File: src/design/scw_pkg.sv
// package: frame layout, register addresses, field positions and reset values
package scw_pkg;

  // ----------------------------------------------------------------
  // frame layout
  // ----------------------------------------------------------------
  localparam int          FRAME_BITS  = 32;
  localparam int          HDR_BITS    = 12;
  localparam int          ADDR_BITS   = 4;
  localparam int          DATA_BITS   = 16;
  localparam logic [11:0] HDR_PATTERN = 12'h001;

  // ----------------------------------------------------------------
  // register addresses
  // ----------------------------------------------------------------
  localparam logic [3:0] ADDR_CONFIG   = 4'h1;
  localparam logic [3:0] ADDR_OFFSET   = 4'h2;
  localparam logic [3:0] ADDR_FULLSCL  = 4'h3;
  localparam logic [3:0] ADDR_FINE_PH  = 4'hD;
  localparam logic [3:0] ADDR_COARS_PH = 4'hE;
  localparam logic [3:0] ADDR_CAPBUF   = 4'hF;

  // ----------------------------------------------------------------
  // field positions
  // ----------------------------------------------------------------
  localparam int CFG_DIFF_RST_BIT  = 14;
  localparam int CFG_TRIM_DIS_BIT  = 13;
  localparam int CFG_DUTY_STAB_BIT = 12;
  localparam int CFG_DDR_PHASE_BIT = 11;
  localparam int CFG_SDR_SEL_BIT   = 10;
  localparam int CFG_OUT_EDGE_BIT  = 8;
  localparam int OFS_MAG_LSB       = 8;
  localparam int OFS_SIGN_BIT      = 7;
  localparam int CRS_ENABLE_BIT    = 15;

  // ----------------------------------------------------------------
  // power-on values (fixed-one positions read as written ones)
  // ----------------------------------------------------------------
  localparam logic [15:0] CONFIG_RESET = 16'h9EFF;
  localparam logic [15:0] OFFSET_RESET = 16'h007F;
  localparam logic [15:0] FULLSC_RESET = 16'h807F;
  localparam logic [15:0] FINE_RESET   = 16'h007F;
  localparam logic [15:0] COARSE_RESET = 16'h03FF;
  localparam logic [15:0] CAPBUF_RESET = 16'hE7FF;

  // ----------------------------------------------------------------
  // decoded settings seen by the rest of the device
  // ----------------------------------------------------------------
  typedef struct packed {
    logic       diff_clkreset_enable;
    logic       termination_trim_disable;
    logic       duty_cycle_stabilize;
    logic       double_rate_strobe_phase;
    logic       single_rate_select;
    logic       output_edge;
    logic [7:0] offset_magnitude;
    logic       offset_negative;
    logic       phase_adjust_enable;
  } scw_settings_t;

  // normal control mode equivalents
  typedef struct packed {
    logic single_rate_select;
    logic output_edge;
  } scw_pins_t;

endpackage : scw_pkg

File: src/design/scw_serial_config.sv
// serial configuration write port with its write-only register set
//
// How it works
// port active only in extended control mode
// registers are write only, no readback
// host holds select low during access
// sample data on rising serial clock edges
// frame is 32 bits, msb first
// header is eleven zeros then one
// four address bits follow, msb first
// last sixteen bits become register contents
// 33rd edge starts next frame
// select may stay low permanently
// host avoids writes during calibration
// decode addresses 1h,2h,3h,Dh,Eh,Fh; others reserved
// registers inert in normal control mode
// contents held during power down
// host writes fixed-one configuration bits
// config bit 14 selects differential clock reset
// config bit 13 disables termination trim
// config bit 12 enables duty stabilizer
// config bit 11 sets double-rate strobe phase
// config bit 10 selects single rate
// config bit 8 selects output edge
// offset magnitude bits 15:8, sign bit 7
// mode comes from fixed mode pin
// coarse bit 15 enables phase adjust
// discard frames with a bad header
// early select release abandons the frame
`timescale 1ns/10ps

module scw_serial_config #(
  parameter int SYNC_STAGES = 2
) (
  // clock and reset
  input  wire logic                    clk_i,
  input  wire logic                    rst_i,
  // serial pins, asynchronous to clk_i
  input  wire logic                    serial_select_n_i,
  input  wire logic                    serial_clk_i,
  input  wire logic                    serial_data_in_i,
  // device mode and power pins
  input  wire logic                    extended_mode_i,
  input  wire logic                    power_down_i,
  // normal control mode pin settings
  input  wire scw_pkg::scw_pins_t      normal_pins_i,
  // effective settings to the converter core
  output logic [15:0]                  full_scale_o,
  output logic [15:0]                  fine_phase_o,
  output logic [15:0]                  coarse_phase_o,
  output logic [15:0]                  capture_buffer_o,
  output scw_pkg::scw_settings_t       settings_o,
  // one-cycle pulse on every accepted write
  output logic                         write_pulse_o
);

  initial begin
    if (SYNC_STAGES != 2) $error("scw_serial_config: SYNC_STAGES must be 2");
    if (scw_pkg::HDR_BITS + scw_pkg::ADDR_BITS + scw_pkg::DATA_BITS != scw_pkg::FRAME_BITS) begin
      $error("scw_serial_config: header, address and data must fill the frame");
    end
  end

  // ----------------------------------------------------------------
  // input synchronisers
  // ----------------------------------------------------------------
  // only the second stage is read; edges come from comparing it to a third
  logic [1:0] sel_sync_q;
  logic [1:0] sck_sync_q;
  logic [1:0] sda_sync_q;
  logic [1:0] mode_sync_q;
  logic       sck_prev_q;

  always_ff @(posedge clk_i) begin
    if (rst_i) begin
      sel_sync_q  <= 2'h3;
      sck_sync_q  <= 2'h0;
      sda_sync_q  <= 2'h0;
      sck_prev_q  <= 1'b0;
    end else begin
      sel_sync_q  <= {sel_sync_q[0], serial_select_n_i};
      sck_sync_q  <= {sck_sync_q[0], serial_clk_i};
      sda_sync_q  <= {sda_sync_q[0], serial_data_in_i};
      sck_prev_q  <= sck_sync_q[1];
    end
  end

  // runs through reset, so the capture right after release sees the strap itself
  always_ff @(posedge clk_i) begin
    mode_sync_q <= {mode_sync_q[0], extended_mode_i};
  end

  logic sel_active;
  logic sck_rise;
  logic sda_bit;
  logic ext_mode;

  assign sel_active = ~sel_sync_q[1];
  assign sck_rise   = sck_sync_q[1] & ~sck_prev_q;
  assign sda_bit    = sda_sync_q[1];

  // ----------------------------------------------------------------
  // control mode capture
  // ----------------------------------------------------------------
  // the mode pin is a fixed strap: sampled once after reset release
  logic mode_taken_q;
  logic ext_mode_q;

  always_ff @(posedge clk_i) begin
    if (rst_i) begin
      mode_taken_q <= 1'b0;
      ext_mode_q   <= 1'b0;
    end else if (!mode_taken_q) begin
      mode_taken_q <= 1'b1;
      ext_mode_q   <= mode_sync_q[1];
    end
  end

  // the first cycle after reset still waits for the strap
  assign ext_mode = ext_mode_q & mode_taken_q;

  // ----------------------------------------------------------------
  // frame shifter
  // ----------------------------------------------------------------
  // no timeout anywhere: the serial clock may be arbitrarily slow
  logic [31:0] shift_q;
  logic [5:0]  bit_cnt_q;
  logic        frame_done;
  logic [31:0] frame_word;

  assign frame_done = sck_rise & sel_active & ext_mode
                      & (bit_cnt_q == 6'(scw_pkg::FRAME_BITS - 1));
  assign frame_word = {shift_q[30:0], sda_bit};

  // no clear between frames: 32 shifts replace every stale bit
  always_ff @(posedge clk_i) begin
    if (rst_i) begin
      shift_q <= 32'h0000_0000;
    end else if (ext_mode && sel_active && sck_rise) begin
      shift_q <= frame_word;
    end
  end

  always_ff @(posedge clk_i) begin
    if (rst_i) begin
      bit_cnt_q <= 6'h00;
    end else if (!ext_mode || !sel_active) begin
      bit_cnt_q <= 6'h00;
    end else if (frame_done) begin
      bit_cnt_q <= 6'h00;
    end else if (sck_rise) begin
      bit_cnt_q <= bit_cnt_q + 6'h01;
    end
  end

  // ----------------------------------------------------------------
  // frame decode
  // ----------------------------------------------------------------
  logic [11:0] frame_hdr;
  logic [3:0]  frame_addr;
  logic [15:0] frame_data;
  logic        frame_ok;

  assign frame_hdr  = frame_word[31:20];
  assign frame_addr = frame_word[19:16];
  assign frame_data = frame_word[15:0];
  assign frame_ok   = frame_done && (frame_hdr == scw_pkg::HDR_PATTERN);

  function automatic logic addr_hit(input logic [3:0] a, input logic [3:0] target);
    addr_hit = (a == target);
  endfunction

  // ----------------------------------------------------------------
  // register set
  // ----------------------------------------------------------------
  // write only; power down does not touch them, only rst_i does
  logic [15:0] config_q;
  logic [15:0] offset_q;
  logic [15:0] fullsc_q;
  logic [15:0] fine_q;
  logic [15:0] coarse_q;
  logic [15:0] capbuf_q;
  logic        write_q;

  // one write enable per register; reserved addresses leave all of them low
  logic [5:0] wr_sel;

  always_comb begin
    wr_sel = 6'h00;
    if (!frame_ok) begin
      wr_sel = 6'h00;
    end else if (addr_hit(frame_addr, scw_pkg::ADDR_CONFIG)) begin
      wr_sel = 6'h01;
    end else if (addr_hit(frame_addr, scw_pkg::ADDR_OFFSET)) begin
      wr_sel = 6'h02;
    end else if (addr_hit(frame_addr, scw_pkg::ADDR_FULLSCL)) begin
      wr_sel = 6'h04;
    end else if (addr_hit(frame_addr, scw_pkg::ADDR_FINE_PH)) begin
      wr_sel = 6'h08;
    end else if (addr_hit(frame_addr, scw_pkg::ADDR_COARS_PH)) begin
      wr_sel = 6'h10;
    end else if (addr_hit(frame_addr, scw_pkg::ADDR_CAPBUF)) begin
      wr_sel = 6'h20;
    end
  end

  always_ff @(posedge clk_i) begin
    if (rst_i) begin
      config_q <= scw_pkg::CONFIG_RESET;
    end else if (wr_sel[0]) begin
      config_q <= frame_data;
    end
  end

  always_ff @(posedge clk_i) begin
    if (rst_i) begin
      offset_q <= scw_pkg::OFFSET_RESET;
    end else if (wr_sel[1]) begin
      offset_q <= frame_data;
    end
  end

  always_ff @(posedge clk_i) begin
    if (rst_i) begin
      fullsc_q <= scw_pkg::FULLSC_RESET;
    end else if (wr_sel[2]) begin
      fullsc_q <= frame_data;
    end
  end

  always_ff @(posedge clk_i) begin
    if (rst_i) begin
      fine_q <= scw_pkg::FINE_RESET;
    end else if (wr_sel[3]) begin
      fine_q <= frame_data;
    end
  end

  always_ff @(posedge clk_i) begin
    if (rst_i) begin
      coarse_q <= scw_pkg::COARSE_RESET;
    end else if (wr_sel[4]) begin
      coarse_q <= frame_data;
    end
  end

  always_ff @(posedge clk_i) begin
    if (rst_i) begin
      capbuf_q <= scw_pkg::CAPBUF_RESET;
    end else if (wr_sel[5]) begin
      capbuf_q <= frame_data;
    end
  end

  always_ff @(posedge clk_i) begin
    if (rst_i) begin
      write_q <= 1'b0;
    end else begin
      write_q <= frame_ok;
    end
  end

  // ----------------------------------------------------------------
  // effective settings
  // ----------------------------------------------------------------
  // in normal mode the pins set single rate and output edge, the rest is fixed; register values are ignored
  scw_pkg::scw_settings_t set_d;
  scw_pkg::scw_settings_t set_q;

  always_comb begin
    set_d.diff_clkreset_enable     = config_q[scw_pkg::CFG_DIFF_RST_BIT];
    set_d.termination_trim_disable = config_q[scw_pkg::CFG_TRIM_DIS_BIT];
    set_d.duty_cycle_stabilize     = config_q[scw_pkg::CFG_DUTY_STAB_BIT];
    set_d.double_rate_strobe_phase = config_q[scw_pkg::CFG_DDR_PHASE_BIT];
    set_d.single_rate_select       = config_q[scw_pkg::CFG_SDR_SEL_BIT];
    set_d.output_edge              = config_q[scw_pkg::CFG_OUT_EDGE_BIT];
    set_d.offset_magnitude         = offset_q[15:scw_pkg::OFS_MAG_LSB];
    set_d.offset_negative          = offset_q[scw_pkg::OFS_SIGN_BIT];
    set_d.phase_adjust_enable      = coarse_q[scw_pkg::CRS_ENABLE_BIT];
    if (!ext_mode) begin
      set_d.diff_clkreset_enable     = 1'b0;
      set_d.termination_trim_disable = 1'b0;
      set_d.duty_cycle_stabilize     = 1'b1;
      set_d.double_rate_strobe_phase = 1'b0;
      set_d.single_rate_select       = normal_pins_i.single_rate_select;
      set_d.output_edge              = normal_pins_i.output_edge;
      set_d.offset_magnitude         = 8'h00;
      set_d.offset_negative          = 1'b0;
      set_d.phase_adjust_enable      = 1'b0;
    end
  end

  always_ff @(posedge clk_i) begin
    if (rst_i) begin
      set_q <= '0;
    end else begin
      set_q <= set_d;
    end
  end

  // ----------------------------------------------------------------
  // outputs: nothing here returns contents to the serial pins
  // ----------------------------------------------------------------
  assign settings_o       = set_q;
  assign full_scale_o     = ext_mode ? fullsc_q : scw_pkg::FULLSC_RESET;
  assign fine_phase_o     = ext_mode ? fine_q : scw_pkg::FINE_RESET;
  assign coarse_phase_o   = ext_mode ? coarse_q : scw_pkg::COARSE_RESET;
  assign capture_buffer_o = ext_mode ? capbuf_q : scw_pkg::CAPBUF_RESET;
  assign write_pulse_o    = write_q;

  // power_down_i is accepted for completeness; registers hold regardless
  logic unused_pd;
  assign unused_pd = power_down_i;

endmodule // scw_serial_config

File: config.mk
export PLATFORM = sky130hd
export DESIGN_NAME = scw_serial_config
export DESIGN_NICKNAME = d
export VERILOG_FILES = /design/src/design/scw_pkg.sv /design/src/design/scw_serial_config.sv
export SDC_FILE = /design/constraint.sdc
export NUM_CORES = 1
export LEC_CHECK = 0
export BUFFER_PORTS_ARGS = -buffer_cell sky130_fd_sc_hd__buf_2
export CORE_MARGIN = 2
export CORE_UTILIZATION = 40
export DETAILED_ROUTE_END_ITERATION = 16
export PLACE_DENSITY = 0.63
export RECOVER_POWER = 100
export SYNTH_ARGS = -nofsm -noshare
export SYNTH_HDL_FRONTEND = slang
export SYNTH_SLANG_ARGS = --single-unit
File: constraint.sdc
create_clock -name clk_i -period 1.8 [get_ports clk_i]
set_input_delay 0.27 -clock clk_i [delete_from_list [all_inputs] [get_ports clk_i]]
set_output_delay 0.27 -clock clk_i [all_outputs]
set_load 0.05 [all_outputs]
Word level (Yosys, flattened, before mapping)
Index checks and enable logic that the tools add are counted.
{"block": "classes", "n_mux": 13, "order_cmp": 0, "n_mul": 0, "bitwise": 8, "addsub": 1, "shifts": 0, "n_eq_ne": 8, "n_div": 0, "reduce_logical": 7}
{"cell": "two-way mux 16 bit", "n": 4}
{"cell": "two-way mux 6 bit", "n": 7}
{"cell": "two-way mux 14 bit", "n": 1}
{"cell": "== test 12 x 1 -> 1 bit, second input constant", "n": 1}
{"cell": "== test 4 bit, second input constant", "n": 3}
{"cell": "== test 4 x 2 -> 1 bit, second input constant", "n": 2}
{"cell": "adder 6 x 1 -> 6 bit, second input constant", "n": 1}
{"cell": "== test 6 x 5 -> 1 bit, second input constant", "n": 1}
{"cell": "bitwise AND 1 bit", "n": 5}
{"cell": "== test 4 x 1 -> 1 bit, second input constant", "n": 1}
{"cell": "logical AND 1 bit", "n": 3}
{"cell": "inverter 1 bit", "n": 3}
{"cell": "OR reduction 3 bit", "n": 1}
{"cell": "OR reduction 2 bit", "n": 1}
{"cell": "logical NOT 1 bit", "n": 1}
{"cell": "logical OR 1 bit", "n": 1}
{"cell": "two-way mux 1 bit", "n": 1}
{"block": "totals", "n_memories": 0, "elab_cells": 62, "mem_bits_ro": 0, "inputBits": 9, "ramBits": 0, "latchBits": 0, "regBits": 160, "out_inout_bits": 81}

Depth between registers and ports, before layout
{"block": "depth", "depth_word": 8, "depth_mapped": 7, "mapped_depth_nobuf": 4}

Least setup slack after synthesis
Ideal clock, no wire load.
{"block": "synth_timing", "path_kind": "flip-flop to output port", "startpoint": "register mode_taken_q", "endpoint": "output port capture_buffer_o[10]", "stages_incl_launch_ff": 6, "n_path_buf": 3, "required_ps": 1530, "t_arrival_ps": 1582, "slack_ps": -52, "cell_sequence": "dfxtp_1 > clkbuf_1 > and2_1 > clkbuf_1 > clkbuf_1 > nand2b_1"}
{"block": "synth_between", "elab_chain_len": 2}
{"element": "from (decl)", "line": "scw_serial_config.sv:106", "rtl": "logic mode_taken_q;"}
{"element": "from (signal assigned)", "line": "scw_serial_config.sv:111", "rtl": "mode_taken_q <= 1'b0;"}
{"element": "from (signal assigned)", "line": "scw_serial_config.sv:114", "rtl": "mode_taken_q <= 1'b1;"}
{"element": "bitwise AND 1 bit", "line": "scw_serial_config.sv:120", "rtl": "assign ext_mode = ext_mode_q & mode_taken_q;"}
{"element": "two-way mux 16 bit", "line": "scw_serial_config.sv:308", "rtl": "assign capture_buffer_o = ext_mode ? capbuf_q : scw_pkg::CAPBUF_RESET;"}
{"element": "to (decl)", "line": "scw_serial_config.sv:51", "rtl": "output logic [15:0] capture_buffer_o,"}
No other way between the ends.

Final worst setup path
{"block": "layout_timing", "startpoint": "register ext_mode_q", "endpoint": "output port coarse_phase_o[2]"}
{"block": "layout_between", "elab_chain_len": 2}
{"element": "from (decl)", "line": "scw_serial_config.sv:107", "rtl": "logic ext_mode_q;"}
{"element": "from (signal assigned)", "line": "scw_serial_config.sv:115", "rtl": "ext_mode_q <= mode_sync_q[1];"}
{"element": "bitwise AND 1 bit", "line": "scw_serial_config.sv:120"}
{"element": "two-way mux 16 bit", "line": "scw_serial_config.sv:307", "rtl": "assign coarse_phase_o = ext_mode ? coarse_q : scw_pkg::COARSE_RESET;"}
{"element": "to (decl)", "line": "scw_serial_config.sv:50", "rtl": "output logic [15:0] coarse_phase_o,"}
No other way between the ends.

==> impl_metrics.tcl <==
set metrics [dict create \
    path_max_fanout 14 \
    ys_ff_latch 144 \
    ff2ff_path_depth 6 \
    synth_cells 609 \
    cp.required_ns 1.53 \
    clockBufferDepth 2 \
    clkSinkCount 144 \
    row_count 43 \
    post-dp-hpwl_mm 8.230 \
    dieWidth_um 122.1 \
    antenna_found_initial 0 \
    ir_drop_mv 0.5866 \
    via_per_inst 4.873 \
    dr.first_iter.drc_count 235 \
    layout-drive-gt1-share 0.2177 \
    critPathMaxStageDelay_ns 0.32 \
    grt_pass1_wl_mm 20.71 \
    clock_latency_ns 0.41 \
    core_um2 13770 \
    htreeDepth 4 \
    path_clk_slew_ns 0.05 \
    mappedNetlistNets 619 \
    period_needed_ns 1.745 \
    die_h_um 122.1 \
    power.leakage_nw 3.060 \
    ios 90 \
    path_cells "and2_4 -> clkbuf_16 -> nand2b_1 -> buf_2" \
    crit_arrival_ns 1.48 \
    final_cell_mix "dfxtp_1 (142), nand2_1 (119), mux2i_1 (79), nor2_1 (67), buf_2 (67)" \
    min_period_over_period 0.9696 \
    max_slew.worst_pin.slew_ns 1.325 \
    grt_setup_unrepaired "true" \
    n_antenna_cell 0 \
    fmax_ghz 0.5730 \
    yosysSeqAreaShare 0.5167 \
    gr-usage-met2 0.2954 \
    avgSynthCellArea_um2 9.161 \
    hold_path.class "input port to register" \
    relSlewSlack 0.1167 \
    finalNetCount 710 \
    grt_most_used_layer "met2" \
    grt-ovfl-total 0 \
    cp_slowest_cell "dfxtp_2" \
    io_buffers 88 \
    wl_per_cell_um 14.34 \
    synth_top_area_frac 0.5167 \
    maxCapViolCount 0 \
    grtUsageMet3 0.05150 \
    synth_area_leader_cell "dfxtp_1" \
    drc 0 \
    grtUsageMet1 0.2257 \
    p_total_mw 6.882 \
    skew_ns 0.006782 \
    endpoint_kind "primary output" \
    p_per_area_nw_per_um2 977.7 \
    hold_depth 2 \
    grt_pass1_vias 4145 \
    routed_wl_mm 12.79 \
    first_pass_iters 5 \
    gp_congestion 0.7514 \
    synth_area_leaders "dfxtp_1 (52%), mux2i_1 (14%), nand2_1 (8.0%)" \
    hold_viol 0 \
    slew_viol_final 0 \
    postRouteAntennaNets 0 \
    yosysUniqueCellTypes 29 \
    stdcell_count 892 \
    start_kind "register" \
    status "finished, final reports clean" \
    syn_to_final_growth_pct 26.17 \
    rrSetupSlack_ns 0.12 \
    nFillCells 1269 \
    critPathKind "register to primary output" \
    layout_commonest_cell "dfxtp_1" \
    setup-violations-final 0 \
    grt_max_degree 80 \
    initial_core_util 0.4051 \
    dp_cells 854 \
    root_buffer "clkbuf_16" \
    die-area_um2 14910 \
    grt_use_total 0.1789 \
    ys_warn_count 0 \
    tritoncts "yes" \
    cts_buffers 17 \
    syn_area_um2 5579 \
    vias 4347 \
]
[synthesized netlist by cell type]
library cell and count:
and2_1 3, clkinv_1 1, or2_2 2, and3_1 39
clkbuf_1 35, xor2_1 4, nor3_1 1, nor4b_4 1
a21oi_1 35, nor3b_1 1, nor4_1 2, buf_4 1
nand2_1 119, nand2b_1 41, buf_6 2, and4b_1 2
nand4_1 8, and4_1 2, dfxtp_1 144, xnor2_1 1
nor2_1 67, mux2i_1 79, nor3_4 2, nor2b_1 7
ha_1 1, buf_2 5, nor4b_1 1, nand4_2 2
or4_1 1
[registers in the layout (all words and copies together) (netlist names), 2 cells and up]
register and cells:
config_q 6, sda_sync_q 2, offset_q 9, coarse_q 16, settings_o 16, sck_sync_q 2, mode_sync_q 2, sel_sync_q 2
shift_q 31, fine_q 16, capbuf_q 16, bit_cnt_q 6, fullsc_q 16
[stage by stage]
| stage | TNS [ns] | worst slack [ns] | area [um^2] | utilization | hold slack (ns) |
|---|---|---|---|---|---|
| 6_report | 0 | 0.05474 | 7039 | 0.5111 | 0.03766 |
| 2_1_floorplan | -1.675 | -0.05210 | 5582 | - | 0.2977 |
| 5_1_grt | -0.005950 | -0.003872 | 7039 | 0.5111 | 0.02930 |
| 3_3_place_gp | 0 | 0.04646 | 6292 | 0.4569 | 0.3167 |
| 4_1_cts | 0 | 0.008630 | 6932 | 0.5033 | 0.02816 |
| 3_5_place_dp | -0.2713 | -0.03593 | 6292 | 0.4569 | 0.3271 |
[worst paths after layout]
kind | startpoint | end
hold reg to reg | mode_sync_q[0]$_DFF_P_ | mode_sync_q[1]$_DFF_P_
setup / recovery | ext_mode_q$_SDFFE_PP0N_ | coarse_phase_o[2]
hold / removal | serial_select_n_i | sel_sync_q[0]$_SDFF_PP1_
setup reg to reg | shift_q[27]$_SDFFE_PP0P_ | fullsc_q[4]$_SDFFE_PP1P_
[metal layers]
layer / vias to the layer above / part of all wire
li1: 2193 / -
met1: 2056 / 0.47
met2: 88 / 0.48
met3: 10 / 0.046
met4: 0 / 0.0081
met5: - / 0
[final cells by class]
class	count	area, um^2	area share
multi-input combinational	421	2534	0.3599
timing repair buffer	115	800.8	0.1138
tap	180	225.2	0.03199
sequential	144	2885	0.4099
inverter	1	3.754	0.0005332
clock buffer	25	485.5	0.06897
clock inverter	6	105.1	0.01493
[timing repair]
item,CTS,global route
gates cloned,1,2
pin swaps,1,1
hold buffers,1,0
endpoints found under the hold margin,1,0
gates resized for setup,3,38
buffers inserted,1,2
endpoints found under the setup margin,60,100
[cell families (layout without fill, tap and decap cells)]
family / count (synthesis) / after routing / synth area share
simple gates: 301 / 301 / 0.2660
flops: 144 / 144 / 0.5167
mux: 79 / 79 / 0.1417
buf+inv: 44 / 147 / 0.03409
compound gates: 35 / 35 / 0.03140
xor+xnor: 5 / 5 / 0.007849
fa+ha+maj: 1 / 1 / 0.002242
[power by group]
part	leakage, nW	internal, mW	switching [mW]
registers	1.17	3.21	0.00633
clock network	0.291	2.28	1.22
logic	1.60	0.0484	0.128
total	3.06	5.53	1.35
[critical path, delay by kind of cell (launching register included)]
kind | cells | cell delay (ns)
and+or+nand+nor | 2 | 0.29
buffers and inverters | 2 | 0.45
DFF | 1 | 0.32
Power figures use the tool's default switching activity.
